--- src/design/hwmon_defines.svh ---
`ifndef HWMON_DEFINES_SVH
`define HWMON_DEFINES_SVH
// Register indices within bank zero
`define IDX_EVT_STATUS 7'h45
`define IDX_EVT_MASK 7'h46
`define IDX_SLAVE_ADDR 7'h48
`define IDX_ALERT_CTRL 7'h4c
`define IDX_FAN_DIR_A 7'h4d
`define IDX_BANK_SEL 7'h4e
`define IDX_MAKER_ID 7'h4f
`define IDX_FAN_DIR_B 7'h50
`define IDX_PART_ID 7'h58
`define IDX_SENSOR_TYPE 7'h5d
`define IDX_CURRENT_MODE 7'h5e
`define IDX_SMI_ENABLE 7'h40
// Reset values
`define RST_EVT_MASK 8'h1e
`define RST_SLAVE_ADDR 7'h2d
`define RST_ALERT_CTRL 8'h08
`define RST_FAN_DIR_A 8'h55
`define RST_BANK_SEL 8'h80
`define RST_FAN_DIR_B 2'h1
`define RST_SENSOR_TYPE 7'h04
`define RST_CURRENT_MODE 6'h02
// Field positions
`define BIT_CLR_INTR0 7
`define BIT_CLR_INTR1 6
`define BIT_IRQ_STYLE 6
`define BIT_SINGLE_IRQ 5
`define BIT_ALERT_DIS 3
`define BIT_ALERT_POL 2
`define BIT_ID_HIGH 7
`define BIT_SMI_EN 1
// Status bit positions
`define ST_AUX_FAN 5
`define ST_CPU_FAN 4
`define ST_SYS_FAN 3
`define ST_SHUT_TWO 1
`define ST_SHUT_ONE 0
// Full speed hold time
`define FULL_SPEED_SEC 180
`define FULL_SPEED_CYCLES (35'(`FULL_SPEED_SEC) * 35'd100_000_000)
`endif

--- src/design/hwmon_pkg.sv ---
package hwmon_pkg;
   typedef struct packed {
      logic [6:0] addr;
      logic [7:0] wdata;
      logic wr;
      logic rd;
   } bus_req_s;
   typedef struct packed {
      logic [4:0] level;
      logic [4:0] oe;
   } fan_pins_s;
   typedef enum logic [1:0] {
      ST_IDLE = 2'b00,
      ST_RUN = 2'b01,
      ST_DONE = 2'b11
   } hold_state_e;
endpackage

--- src/design/full_speed_timer.sv ---
`timescale 1ns/10ps
`default_nettype none
module full_speed_timer #(
   parameter logic [34:0] HOLD_CYCLES = 35'd18_000_000_000
) (
   // Clock, reset, enable
   input wire logic clk_i,
   input wire logic rst_n_i,
   input wire logic en_i,
   // Fan state
   input wire logic full_i,
   output logic event_o
);
   hwmon_pkg::hold_state_e state;
   hwmon_pkg::hold_state_e next_state;
   logic [34:0] count;
   wire hit = (count >= HOLD_CYCLES - 35'd1);
   always_comb begin
      next_state = state;
      case (state)
         hwmon_pkg::ST_IDLE: if (full_i) next_state = hwmon_pkg::ST_RUN;
         hwmon_pkg::ST_RUN: begin
            if (!full_i) next_state = hwmon_pkg::ST_IDLE;
            else if (hit) next_state = hwmon_pkg::ST_DONE;
         end
         hwmon_pkg::ST_DONE: if (!full_i) next_state = hwmon_pkg::ST_IDLE;
         default: next_state = hwmon_pkg::ST_IDLE;
      endcase
   end
   always_ff @(posedge clk_i or negedge rst_n_i) begin
      if (!rst_n_i) begin
         state <= hwmon_pkg::ST_IDLE;
         count <= 35'd0;
         event_o <= 1'b0;
      end else if (en_i) begin
         state <= next_state;
         count <= (state == hwmon_pkg::ST_RUN) ? count + 35'd1 : 35'd0;
         event_o <= (state == hwmon_pkg::ST_RUN) && full_i && hit;
      end
   end
endmodule // full_speed_timer
`default_nettype wire

--- src/design/sticky_flag.sv ---
`timescale 1ns/10ps
`default_nettype none
module sticky_flag (
   // Clock, reset, enable
   input wire logic clk_i,
   input wire logic rst_n_i,
   input wire logic en_i,
   // Set and clear
   input wire logic set_i,
   input wire logic clr_i,
   output logic flag_o
);
   always_ff @(posedge clk_i or negedge rst_n_i) begin
      if (!rst_n_i) begin
         flag_o <= 1'b0;
      end else if (en_i) begin
         flag_o <= set_i | (flag_o & ~clr_i);
      end
   end
endmodule // sticky_flag
`default_nettype wire

--- src/design/hwmon_regs.sv ---
// Operation
// - Fan flags 5,4,3 set after three minutes full speed; register clears on read.
// - Status bits 1,0 set on shut-down limit exceed of sources two, one.
// - Mask bits 4/3 at one block status bits 1/0 from interrupt; fan bits 5-3 never masked; reset pattern 00011110.
// - Writing one to mask bits 7/6 clears intrusion zero/one; self clearing.
// - Slave address register holds seven bits, reset 0101101; bit 7 reads zero.
// - Control bit 6 picks comparator or two-times mode for sources two-six.
// - Control bit 5 picks one-time mode for source one, else two-times.
// - Control bit 3 one disables source two overheat alert on its pin.
// - Control bit 2 sets alert polarity; one high, zero low default.
// - Fan input-select bit one makes pin tach input; zero makes output.
// - Output fan pin driven high or low by its level bit, reset zero.
// - Second fan register: select bit 0 reset one, level bit 1 reset zero.
// - Bank select bits 3-0 choose bank by binary number; 6-4 reserved.
// - Bank register bit 7 picks high or low identity byte at 4Fh.
// - Read-only 16-bit maker identity returned one byte per byte-select bit.
// - Read-only part code at index 58h of bank zero.
// - Sensor bits 6-1 pick diode or thermistor; only bit 2 resets one.
// - Bit 0 enables battery monitor; first reading after one monitor cycle.
// - Current-mode bits 6-1 enable current sensing on diode inputs.
// - Management interrupt produced only while global enable is one, reset one.
`timescale 1ns/10ps
`default_nettype none
`include "hwmon_defines.svh"
module hwmon_regs #(
   parameter logic [34:0] HOLD_CYCLES = 35'(`FULL_SPEED_CYCLES),
   parameter logic [15:0] MAKER_ID = 16'h1234, // Arbitrary value
   parameter logic [7:0] PART_ID = 8'h42, // Arbitrary value
   parameter logic [31:0] MONITOR_CYCLE = 32'd1000
) (
   // Clock, reset, enable
   input wire logic clk_i,
   input wire logic rst_n_i,
   input wire logic ce_i,
   // Register port
   input wire logic [6:0] addr_i,
   input wire logic [7:0] wdata_i,
   input wire logic wr_i,
   input wire logic rd_i,
   output logic [7:0] rdata_o,
   // Events from monitor
   input wire logic [2:0] fan_full_i,
   input wire logic shutdown_temp_one_flag_i,
   input wire logic shutdown_temp_two_flag_i,
   input wire logic temp_source_two_over_i,
   // Intrusion clears
   output logic intrusion_zero_clr_o,
   output logic intrusion_one_clr_o,
   // Interrupt and alert
   output logic mgmt_interrupt_out_n_o,
   output logic overheat_alert_out_o,
   // Fan pins
   output logic [4:0] fan_level_o,
   output logic [4:0] fan_oe_o,
   // Configuration out
   output logic [6:0] slave_addr_o,
   output logic sources_two_to_six_irq_style_o,
   output logic source_one_single_irq_o,
   output logic [3:0] bank_number_o,
   output logic [5:0] sensor_kind_o,
   output logic [5:0] current_mode_o,
   output logic battery_monitor_enable_o,
   output logic battery_reading_valid_o
);
   hwmon_pkg::bus_req_s req;
   hwmon_pkg::fan_pins_s pins;
   logic [7:0] mask;
   logic [6:0] slave_addr;
   logic [7:0] alert_ctrl;
   logic [7:0] fan_dir_a;
   logic [1:0] fan_dir_b;
   logic [7:0] bank_sel;
   logic [6:0] sensor_type;
   logic [5:0] current_mode;
   logic smi_enable;
   logic [31:0] vbat_count;
   logic vbat_busy;
   logic [2:0] fan_evt;
   logic [7:0] status;
   assign req = '{addr: addr_i, wdata: wdata_i, wr: wr_i, rd: rd_i};
   wire bank0 = (bank_sel[3:0] == 4'h0);
   wire idx_bank = (req.addr == `IDX_BANK_SEL);
   wire sel_ok = bank0 || idx_bank;
   wire wr_hit = req.wr && sel_ok;
   wire rd_hit = req.rd && sel_ok;
   wire wr_mask = wr_hit && (req.addr == `IDX_EVT_MASK);
   wire wr_addr = wr_hit && (req.addr == `IDX_SLAVE_ADDR);
   wire wr_alert = wr_hit && (req.addr == `IDX_ALERT_CTRL);
   wire wr_fan_a = wr_hit && (req.addr == `IDX_FAN_DIR_A);
   wire wr_bank = req.wr && idx_bank;
   wire wr_fan_b = wr_hit && (req.addr == `IDX_FAN_DIR_B);
   wire wr_sensor = wr_hit && (req.addr == `IDX_SENSOR_TYPE);
   wire wr_cur = wr_hit && (req.addr == `IDX_CURRENT_MODE);
   wire wr_smi = wr_hit && (req.addr == `IDX_SMI_ENABLE);
   wire rd_status = rd_hit && (req.addr == `IDX_EVT_STATUS);
   wire [7:0] set_vec = {2'b00, fan_evt, 1'b0,
      shutdown_temp_two_flag_i, shutdown_temp_one_flag_i};
   wire [7:0] mask_bits = {3'b000, mask[4:0]};
   wire [7:0] fan_part = status & 8'h38;
   wire [7:0] shut_part = status & {6'b00_0000, ~mask[4], ~mask[3]};
   wire [7:0] unmasked = fan_part | shut_part;
   wire irq_any = |unmasked;
   wire alert_raw = temp_source_two_over_i & ~alert_ctrl[`BIT_ALERT_DIS];
   wire alert_pin = alert_ctrl[`BIT_ALERT_POL] ? alert_raw : ~alert_raw;
   wire [7:0] id_byte = bank_sel[`BIT_ID_HIGH] ? MAKER_ID[15:8]
      : MAKER_ID[7:0];
   wire vbat_rise = wr_sensor && wdata_i[0] && !sensor_type[0];
   always_comb begin
      pins.oe = ~{fan_dir_b[0], fan_dir_a[6], fan_dir_a[4],
         fan_dir_a[2], fan_dir_a[0]};
      pins.level = {fan_dir_b[1], fan_dir_a[7], fan_dir_a[5],
         fan_dir_a[3], fan_dir_a[1]} & pins.oe;
   end
   logic [7:0] next_rdata;
   always_comb begin
      next_rdata = 8'h00;
      if (rd_hit) begin
         case (req.addr)
            `IDX_EVT_STATUS: next_rdata = status;
            `IDX_EVT_MASK: next_rdata = mask_bits;
            `IDX_SLAVE_ADDR: next_rdata = {1'b0, slave_addr};
            `IDX_ALERT_CTRL: next_rdata = alert_ctrl & 8'h6c;
            `IDX_FAN_DIR_A: next_rdata = fan_dir_a;
            `IDX_BANK_SEL: next_rdata = bank_sel & 8'h8f;
            `IDX_MAKER_ID: next_rdata = id_byte;
            `IDX_FAN_DIR_B: next_rdata = {6'b00_0000, fan_dir_b};
            `IDX_PART_ID: next_rdata = PART_ID;
            `IDX_SENSOR_TYPE: next_rdata = {1'b0, sensor_type};
            `IDX_CURRENT_MODE: next_rdata = {1'b0, current_mode, 1'b0};
            `IDX_SMI_ENABLE: next_rdata = {6'b00_0000, smi_enable, 1'b0};
            default: next_rdata = 8'h00;
         endcase
      end
   end
   genvar g;
   generate
      for (g = 0; g < 3; g++) begin : g_fan
         full_speed_timer #(.HOLD_CYCLES(HOLD_CYCLES)) u_timer (
            .clk_i(clk_i),
            .rst_n_i(rst_n_i),
            .en_i(ce_i),
            .full_i(fan_full_i[g]),
            .event_o(fan_evt[g])
         );
      end
      for (g = 0; g < 8; g++) begin : g_status
         sticky_flag u_flag (
            .clk_i(clk_i),
            .rst_n_i(rst_n_i),
            .en_i(ce_i),
            .set_i(set_vec[g]),
            .clr_i(rd_status),
            .flag_o(status[g])
         );
      end
   endgenerate
   always_ff @(posedge clk_i or negedge rst_n_i) begin
      if (!rst_n_i) begin
         mask <= `RST_EVT_MASK;
         slave_addr <= `RST_SLAVE_ADDR;
         alert_ctrl <= `RST_ALERT_CTRL;
         fan_dir_a <= `RST_FAN_DIR_A;
         fan_dir_b <= `RST_FAN_DIR_B;
         bank_sel <= `RST_BANK_SEL;
         sensor_type <= `RST_SENSOR_TYPE;
         current_mode <= `RST_CURRENT_MODE;
         smi_enable <= 1'b1;
      end else if (ce_i) begin
         if (wr_mask) mask <= {3'b000, wdata_i[4:0]};
         if (wr_addr) slave_addr <= wdata_i[6:0];
         if (wr_alert) alert_ctrl <= wdata_i & 8'h6c;
         if (wr_fan_a) fan_dir_a <= wdata_i;
         if (wr_fan_b) fan_dir_b <= wdata_i[1:0];
         if (wr_bank) bank_sel <= wdata_i & 8'h8f;
         if (wr_sensor) sensor_type <= wdata_i[6:0];
         if (wr_cur) current_mode <= wdata_i[6:1];
         if (wr_smi) smi_enable <= wdata_i[`BIT_SMI_EN];
      end
   end
   always_ff @(posedge clk_i or negedge rst_n_i) begin
      if (!rst_n_i) begin
         vbat_count <= 32'd0;
         vbat_busy <= 1'b0;
         battery_reading_valid_o <= 1'b0;
      end else if (ce_i) begin
         if (vbat_rise) begin
            vbat_busy <= 1'b1;
            vbat_count <= 32'd0;
            battery_reading_valid_o <= 1'b0;
         end else if (!sensor_type[0]) begin
            vbat_busy <= 1'b0;
            battery_reading_valid_o <= 1'b0;
         end else if (vbat_busy) begin
            vbat_count <= vbat_count + 32'd1;
            if (vbat_count >= MONITOR_CYCLE - 32'd1) begin
               vbat_busy <= 1'b0;
               battery_reading_valid_o <= 1'b1;
            end
         end
      end
   end
   always_ff @(posedge clk_i or negedge rst_n_i) begin
      if (!rst_n_i) begin
         rdata_o <= 8'h00;
         intrusion_zero_clr_o <= 1'b0;
         intrusion_one_clr_o <= 1'b0;
         mgmt_interrupt_out_n_o <= 1'b1;
         overheat_alert_out_o <= 1'b1;
         fan_level_o <= 5'h00;
         fan_oe_o <= 5'h00;
      end else if (ce_i) begin
         rdata_o <= next_rdata;
         intrusion_zero_clr_o <= wr_mask && wdata_i[`BIT_CLR_INTR0];
         intrusion_one_clr_o <= wr_mask && wdata_i[`BIT_CLR_INTR1];
         mgmt_interrupt_out_n_o <= ~(irq_any & smi_enable);
         overheat_alert_out_o <= alert_pin;
         fan_level_o <= pins.level;
         fan_oe_o <= pins.oe;
      end
   end
   always_ff @(posedge clk_i or negedge rst_n_i) begin
      if (!rst_n_i) begin
         slave_addr_o <= `RST_SLAVE_ADDR;
         sources_two_to_six_irq_style_o <= 1'b0;
         source_one_single_irq_o <= 1'b0;
         bank_number_o <= 4'h0;
         sensor_kind_o <= 6'h02;
         current_mode_o <= `RST_CURRENT_MODE;
         battery_monitor_enable_o <= 1'b0;
      end else if (ce_i) begin
         slave_addr_o <= slave_addr;
         sources_two_to_six_irq_style_o <= alert_ctrl[`BIT_IRQ_STYLE];
         source_one_single_irq_o <= alert_ctrl[`BIT_SINGLE_IRQ];
         bank_number_o <= bank_sel[3:0];
         sensor_kind_o <= sensor_type[6:1];
         current_mode_o <= current_mode & sensor_type[6:1];
         battery_monitor_enable_o <= sensor_type[0];
      end
   end
endmodule // hwmon_regs
`default_nettype wire

--- config.mk ---
export PLATFORM = sky130hd
export DESIGN_NAME = hwmon_regs
export DESIGN_NICKNAME = d
export VERILOG_FILES = /design/src/design/hwmon_pkg.sv /design/src/design/full_speed_timer.sv /design/src/design/sticky_flag.sv /design/src/design/hwmon_regs.sv
export VERILOG_INCLUDE_DIRS = /design/src /design/src/design
export SDC_FILE = /design/constraint.sdc
export NUM_CORES = 1
export LEC_CHECK = 0
export ABC_AREA = 0
export BUFFER_PORTS_ARGS = -buffer_cell sky130_fd_sc_hd__buf_4
export CAP_MARGIN = 20
export CORE_AREA = 3 3 148 150
export CTS_CLUSTER_SIZE = 10
export DETAILED_ROUTE_END_ITERATION = 10
export DIE_AREA = 0 0 151 153
export GPL_TIMING_DRIVEN = 1
export PLACE_DENSITY = 0.89
export SETUP_SLACK_MARGIN = 0.1
export SYNTH_ARGS = -nofsm -noshare
export SYNTH_HDL_FRONTEND = slang
export SYNTH_SLANG_ARGS = --single-unit
--- constraint.sdc ---
create_clock -name clk_i -period 5.9 [get_ports clk_i]
set_clock_uncertainty 0.1 [all_clocks]
set_input_delay 0.59 -clock clk_i [delete_from_list [all_inputs] [get_ports clk_i]]
set_output_delay 0.59 -clock clk_i [all_outputs]
set_load 0.05 [all_outputs]
**Word level (Yosys, flattened, before mapping)**

Index checks and enable logic that the tools add are counted.

- Add/subtract/negate cells: 4
- $lt $le $gt $ge: 4
- Eq/ne operators: 29
- Multiplexer cells: 33
- Bitwise gates (word level): 26
- Reductions and logical operators: 45

Operators by type and width:

| operator | count |
|---|---|
| $add A35 B1 Y35 const B | 3 |
| $ge A35 B35 Y1 const B | 3 |
| $mux W35 | 3 |
| $mux W32 | 3 |
| $pmux W8 S12 | 1 |
| $eq A7 B7 Y1 const B | 12 |
| $add A32 B1 Y32 const B | 1 |
| $ge A32 B10 Y1 const B | 1 |
| $mux W2 | 12 |
| $logic_and A1 B1 Y1 | 22 |
| $pmux W2 S3 | 3 |
| $reduce_and A2 Y1 | 9 |
| $ne A2 B2 Y1 const B | 6 |
| $reduce_and A4 Y1 | 3 |
| $and A1 B1 Y1 | 10 |
| $mux W1 | 9 |
| $ne A3 B2 Y1 const B | 3 |
| $and A8 B2 Y8 | 1 |
| $mux W8 | 1 |
| $or A6 B8 Y8 | 1 |
| $reduce_or A8 Y1 | 1 |
| $and A6 B6 Y6 | 1 |
| $eq A2 B1 Y1 const B | 3 |
| $eq A2 B2 Y1 const B | 3 |
| other kinds (12) | 26 |

- Flip-flop bits (word level): 249
- Input bits: 26
- Word-level logic and storage cells: 184

**Longest topological paths before layout**

- Word-level depth: 8
- Mapped depth: 8
- Mapped depth without buffers: 6

**Hierarchy**

Synthesis repeated with hierarchy kept, for this count alone.

- Cells, all modules: 1234
- Area total of the unflattened synthesis: 12652.1 µm²

Modules (own cells, without submodules):

| module | instances | cells an instance | area an instance (µm²) | sequential area each (µm²) |
|---|---|---|---|---|
| hwmon_regs | 1 | 562 | 6297.3 | 3210.6 |
| full_speed_timer | 3 | 216 | 2018.2 | 950.9 |
| sticky_flag | 8 | 3 | 37.5 | 25.0 |

**Worst setup path before layout**

No wires, ideal clock.

- Path type: in2reg
- Start point: input port addr_i[0]
- End point: register slave_addr[1]
- Arrival: 2352 ps
- Required time: 5675 ps
- Setup slack: 3323 ps
- Stages on the path: 6
- Path buffers: 2
- Cells stage by stage: buf_2 -> or4b_2 -> nor3_2 -> nor2b_1 -> buf_2 -> mux2_2

- Longest elaborated chain between the ends: 5
- Elaborated cells between the ends (all ways): 6
- Classes of those cells: 2 x eq/ne; 4 x reduce/logical

Ends and longest elaborated chain:

| item | RTL line | RTL |
|---|---|---|
| start: declaration | hwmon_regs.sv:36 | `input wire logic [6:0] addr_i,` |
| $eq A7 B7 Y1 | -- |  |
| $logic_or A1 B1 Y1 | hwmon_regs.sv:83 | `wire sel_ok = bank0 \|\| idx_bank;` |
| $logic_and A1 B1 Y1 | hwmon_regs.sv:84 | `wire wr_hit = req.wr && sel_ok;` |
| $logic_and A1 B1 Y1 (*) | hwmon_regs.sv:87 | `` wire wr_addr = wr_hit && (req.addr == `IDX_SLAVE_ADDR); `` |
| $reduce_and A2 Y1 (no line) (*) | -- |  |
| end signal: assignment | hwmon_regs.sv:160 | `` slave_addr <= `RST_SLAVE_ADDR; `` |
| end signal: assignment | hwmon_regs.sv:170 | `if (wr_addr) slave_addr <= wdata_i[6:0];` |
| end: declaration | hwmon_regs.sv:68 | `logic [6:0] slave_addr;` |

Mark *: on every way between the ends. The rest lies on a longest branch, timed or not.
A chain may end at the register's enable or synchronous reset.

==> results.cfg <==
[outcome]
status = completed

[timing]
hold_viol_final = 0
slew_violations = 0
setup_violations = 0
rsz0062_at_grt = no
relSlewSlack_pct = 30.8
fin_crit_ns = 2.97
period_share_pct = 50.3
tightest_slew_ns = 1.04
max_freq_mhz = 337
layout_setup_ws_ns = 2.93
setup_tns_ns = 0

[yosys]
yosys-top-cells-area = dfrtp_1 45%, mux2_2 6.0%, dfstp_2 5.5%, xnor2_1 4.9%, nor2_1 4.0%
syn_nets = 1247
synth_top_cell_area_share_pct = 45.0
ys_top_cells_by_count = 223 x dfrtp_1, 132 x nor2_1, 77 x nand2_1
ys.warnings.count = 0
ys_seq_area_share_pct = 50.5
synth_area_mm2 = 0.0124
yosysTopAreaCell = dfrtp_1
avgSynthCellArea_um2 = 10.2
ys_async_sr_fraction_pct = 100
synth-seq-cells = 249
synth_ff_type = dfrtp_1
synthCells = 1217
yosysMostFrequentCell = dfrtp_1
ys_types = 71
synth_edf_count = 0

[placement]
placed_cell_area_mm2 = 0.0132
dp_hpwl_um = 19000
io_buffers = 74
post-place-cells = 1509
gp_congestion = 0.911
dp_slack_ns = 2.29

[floorplan]
initial_utilization_pct = 59.6
rows = 53
dieHeight_um = 153
core_mm2 = 0.0208
dieArea_mm2 = 0.0231
fp.dieW_um = 151
ios = 75

[power]
irDropWorstVdd_v = 0.000228
power_w = 0.00366
p_leak_nw = 6.00
powerDensity_mw_per_mm2 = 262

[clocking]
clockBufferDepth = 3
hold_buffers = 0
cts_setup_buffers = 0
cts_tree = yes
cts_inserted_buffers = 28
root_buffer = clkbuf_16
path_clk_slew_ns = 0.06
worst_skew_pair.late_latency_ns = 0.54
cts.sinks = 249
htree_levels = 1
ctsResizeCount = 0

[run]
drv_cap = 0

[routing]
wl_um = 30100
wl_per_cell_um = 19.3
dr_total_vias = 9880
route.detailed.drc = 0
first_pass_iters = 5
vias_per_cell = 6.33
detail-route-antenna-nets = 0
drt_iter0_markers = 1021

[setup_path]
critPathLaunchType = input pin
r2r_end = vbat_count[29]$_DFFE_PN0P_
cp.required_ns = 6.25
crit_arrival_ns = 3.32
timing.rr.start = bank_sel[0]$_DFFE_PN0P_
slowest_stage = nor4_1
critPathKind = in2reg
r2r_slack_ns = 3.05
path_max_fanout = 98
crit_chain = buf_4 > nand4_1 > nor4_1 > buf_4 > nand4_1 > or3_1 > a21oi_1
end_kind = flop
max_stage_delay_ns = 0.75
reg2reg_depth = 5

[cells_and_area]
fill_cells = 1451
final_nets = 1295
area_growth_pct = 12.6
layout.cells.non_filler = 1561
final_area_mm2 = 0.0140
drive_above_1_share_pct = 18.2
antenna_cells = 0

[global_routing]
grt_max_degree = 130
grt_pass1_vias = 9624
grt_overflow = 0
antenna_found_initial = 0
grt_first_pass_wirelength_um = 49100
grt_usage_pct = 25.8

[hold_path]
hold_path.class = in2async
==> metrics by stage <==
stage          utilization (%)  hold WS [ns]
4_1_cts                   67.1        0.0655
3_3_place_gp              63.0         0.371
2_1_floorplan                -         0.194
5_1_grt                   67.1        0.0679
3_5_place_dp              63.2         0.381
6_report                  67.1        0.0104
==> final cells by class <==
cell class                      instances  area, µm²  area share (%)
Tap cell                              275        344            2.46
Sequential cell                       249       6260            44.8
Multi-Input combinational cell        865       5750            41.2
Inverter                               39        146            1.05
Timing Repair Buffer                   82        663            4.74
Clock buffer                           51        808            5.78
==> cell families after synthesis <==
group | Yosys count | share of synthesized area, %
compound gates | 176 | 9.70
xor+xnor | 109 | 7.69
fa+ha+maj | 5 | 0.484
buf+inv | 103 | 3.26
flops | 249 | 50.5
mux | 75 | 6.71
simple gates | 500 | 21.7
==> report_power, final <==
part	internal (W)	switching, W	total, W
Combinational	0.0000907	0.000185	0.000276
Clock	0.000911	0.000660	0.00157
Sequential	0.00176	0.0000516	0.00181
Total	0.00276	0.000897	0.00366
==> state kept, by name, summed over array words and instances (netlist names), 2 cells and up <==
register / cells
alert_ctrl: 4
sensor_type: 7
mask: 5
g_fan.u_timer.count: 105
slave_addr: 7
sensor_kind_o: 6
current_mode_o: 6
g_status.u_flag.flag_o: 8
fan_level_o: 5
rdata_o: 8
fan_dir_a: 8
bank_number_o: 4
current_mode: 6
fan_oe_o: 5
g_fan.u_timer.event_o: 3
slave_addr_o: 7
g_fan.u_timer.state: 6
vbat_count: 32
bank_sel: 5
fan_dir_b: 2
==> per-layer routing <==
metal  share of wire, %  vias to the layer above  routed length (µm)  global-route usage (%)
met4                3.4                        0                1010                    8.77
li1                   -                     4474                   -                       -
met1                 40                     4886               12200                    35.2
met3                7.3                       90                2200                    4.62
met2                 49                      430               14700                    42.0
met5                  0                        -                   0                       0
==> worst max-delay path by stage <==
stage | startpoint | end | slack (ns) | cells after the start
final | ce_i | g_fan[0].u_timer.count[27]$_DFFE_PN0P_ | 2.93 | 7
after global routing | ce_i | g_fan[0].u_timer.count[27]$_DFFE_PN0P_ | 2.66 | 7
after CTS | bank_sel[1]$_DFFE_PN0P_ | vbat_count[15]$_DFFE_PN0P_ | 2.76 | 4
after detailed placement | ce_i | vbat_count[9]$_DFFE_PN0P_ | 2.29 | 5
after global placement | ce_i | vbat_count[6]$_DFFE_PN0P_ | 2.42 | 5
after floorplan | addr_i[0] | slave_addr[1]$_DFFE_PN0P_ | 3.32 | 6
==> layout by cell type, fill, tap and decap left out, types with 5 or more instances in the layout <==
cell	Yosys	layout
xor2_1	39	39
inv_1	39	39
and4b_1	5	5
a21oi_1	43	43
mux2_2	66	66
dfstp_2	26	26
or3_1	21	21
a31oi_1	5	5
a22o_1	11	11
a2111oi_2	9	9
or4_1	11	11
clkbuf_16	0	29
nor4_1	28	28
xnor2_1	70	70
o21ai_0	55	55
nor3_1	32	32
nor2b_1	12	12
nand3b_1	5	5
nor2_2	2	5
and4_1	23	23
buf_4	0	78
o2bb2ai_1	10	10
nor2_1	132	129
dfrtp_1	223	223
clkbuf_1	45	22
a211oi_1	8	8
nand4_1	39	39
and3_1	19	19
nand2_1	77	77
nand3_1	60	60
a32o_1	5	5
and2_1	7	7
mux2i_1	9	9
==> worst max-delay path, delay by kind of cell <==
family / cells / cell delay [ns]
compound gates: 1 / 0.16
buf+inv: 2 / 1.00
simple gates: 4 / 1.56
(Power assumes the default switching activity.)
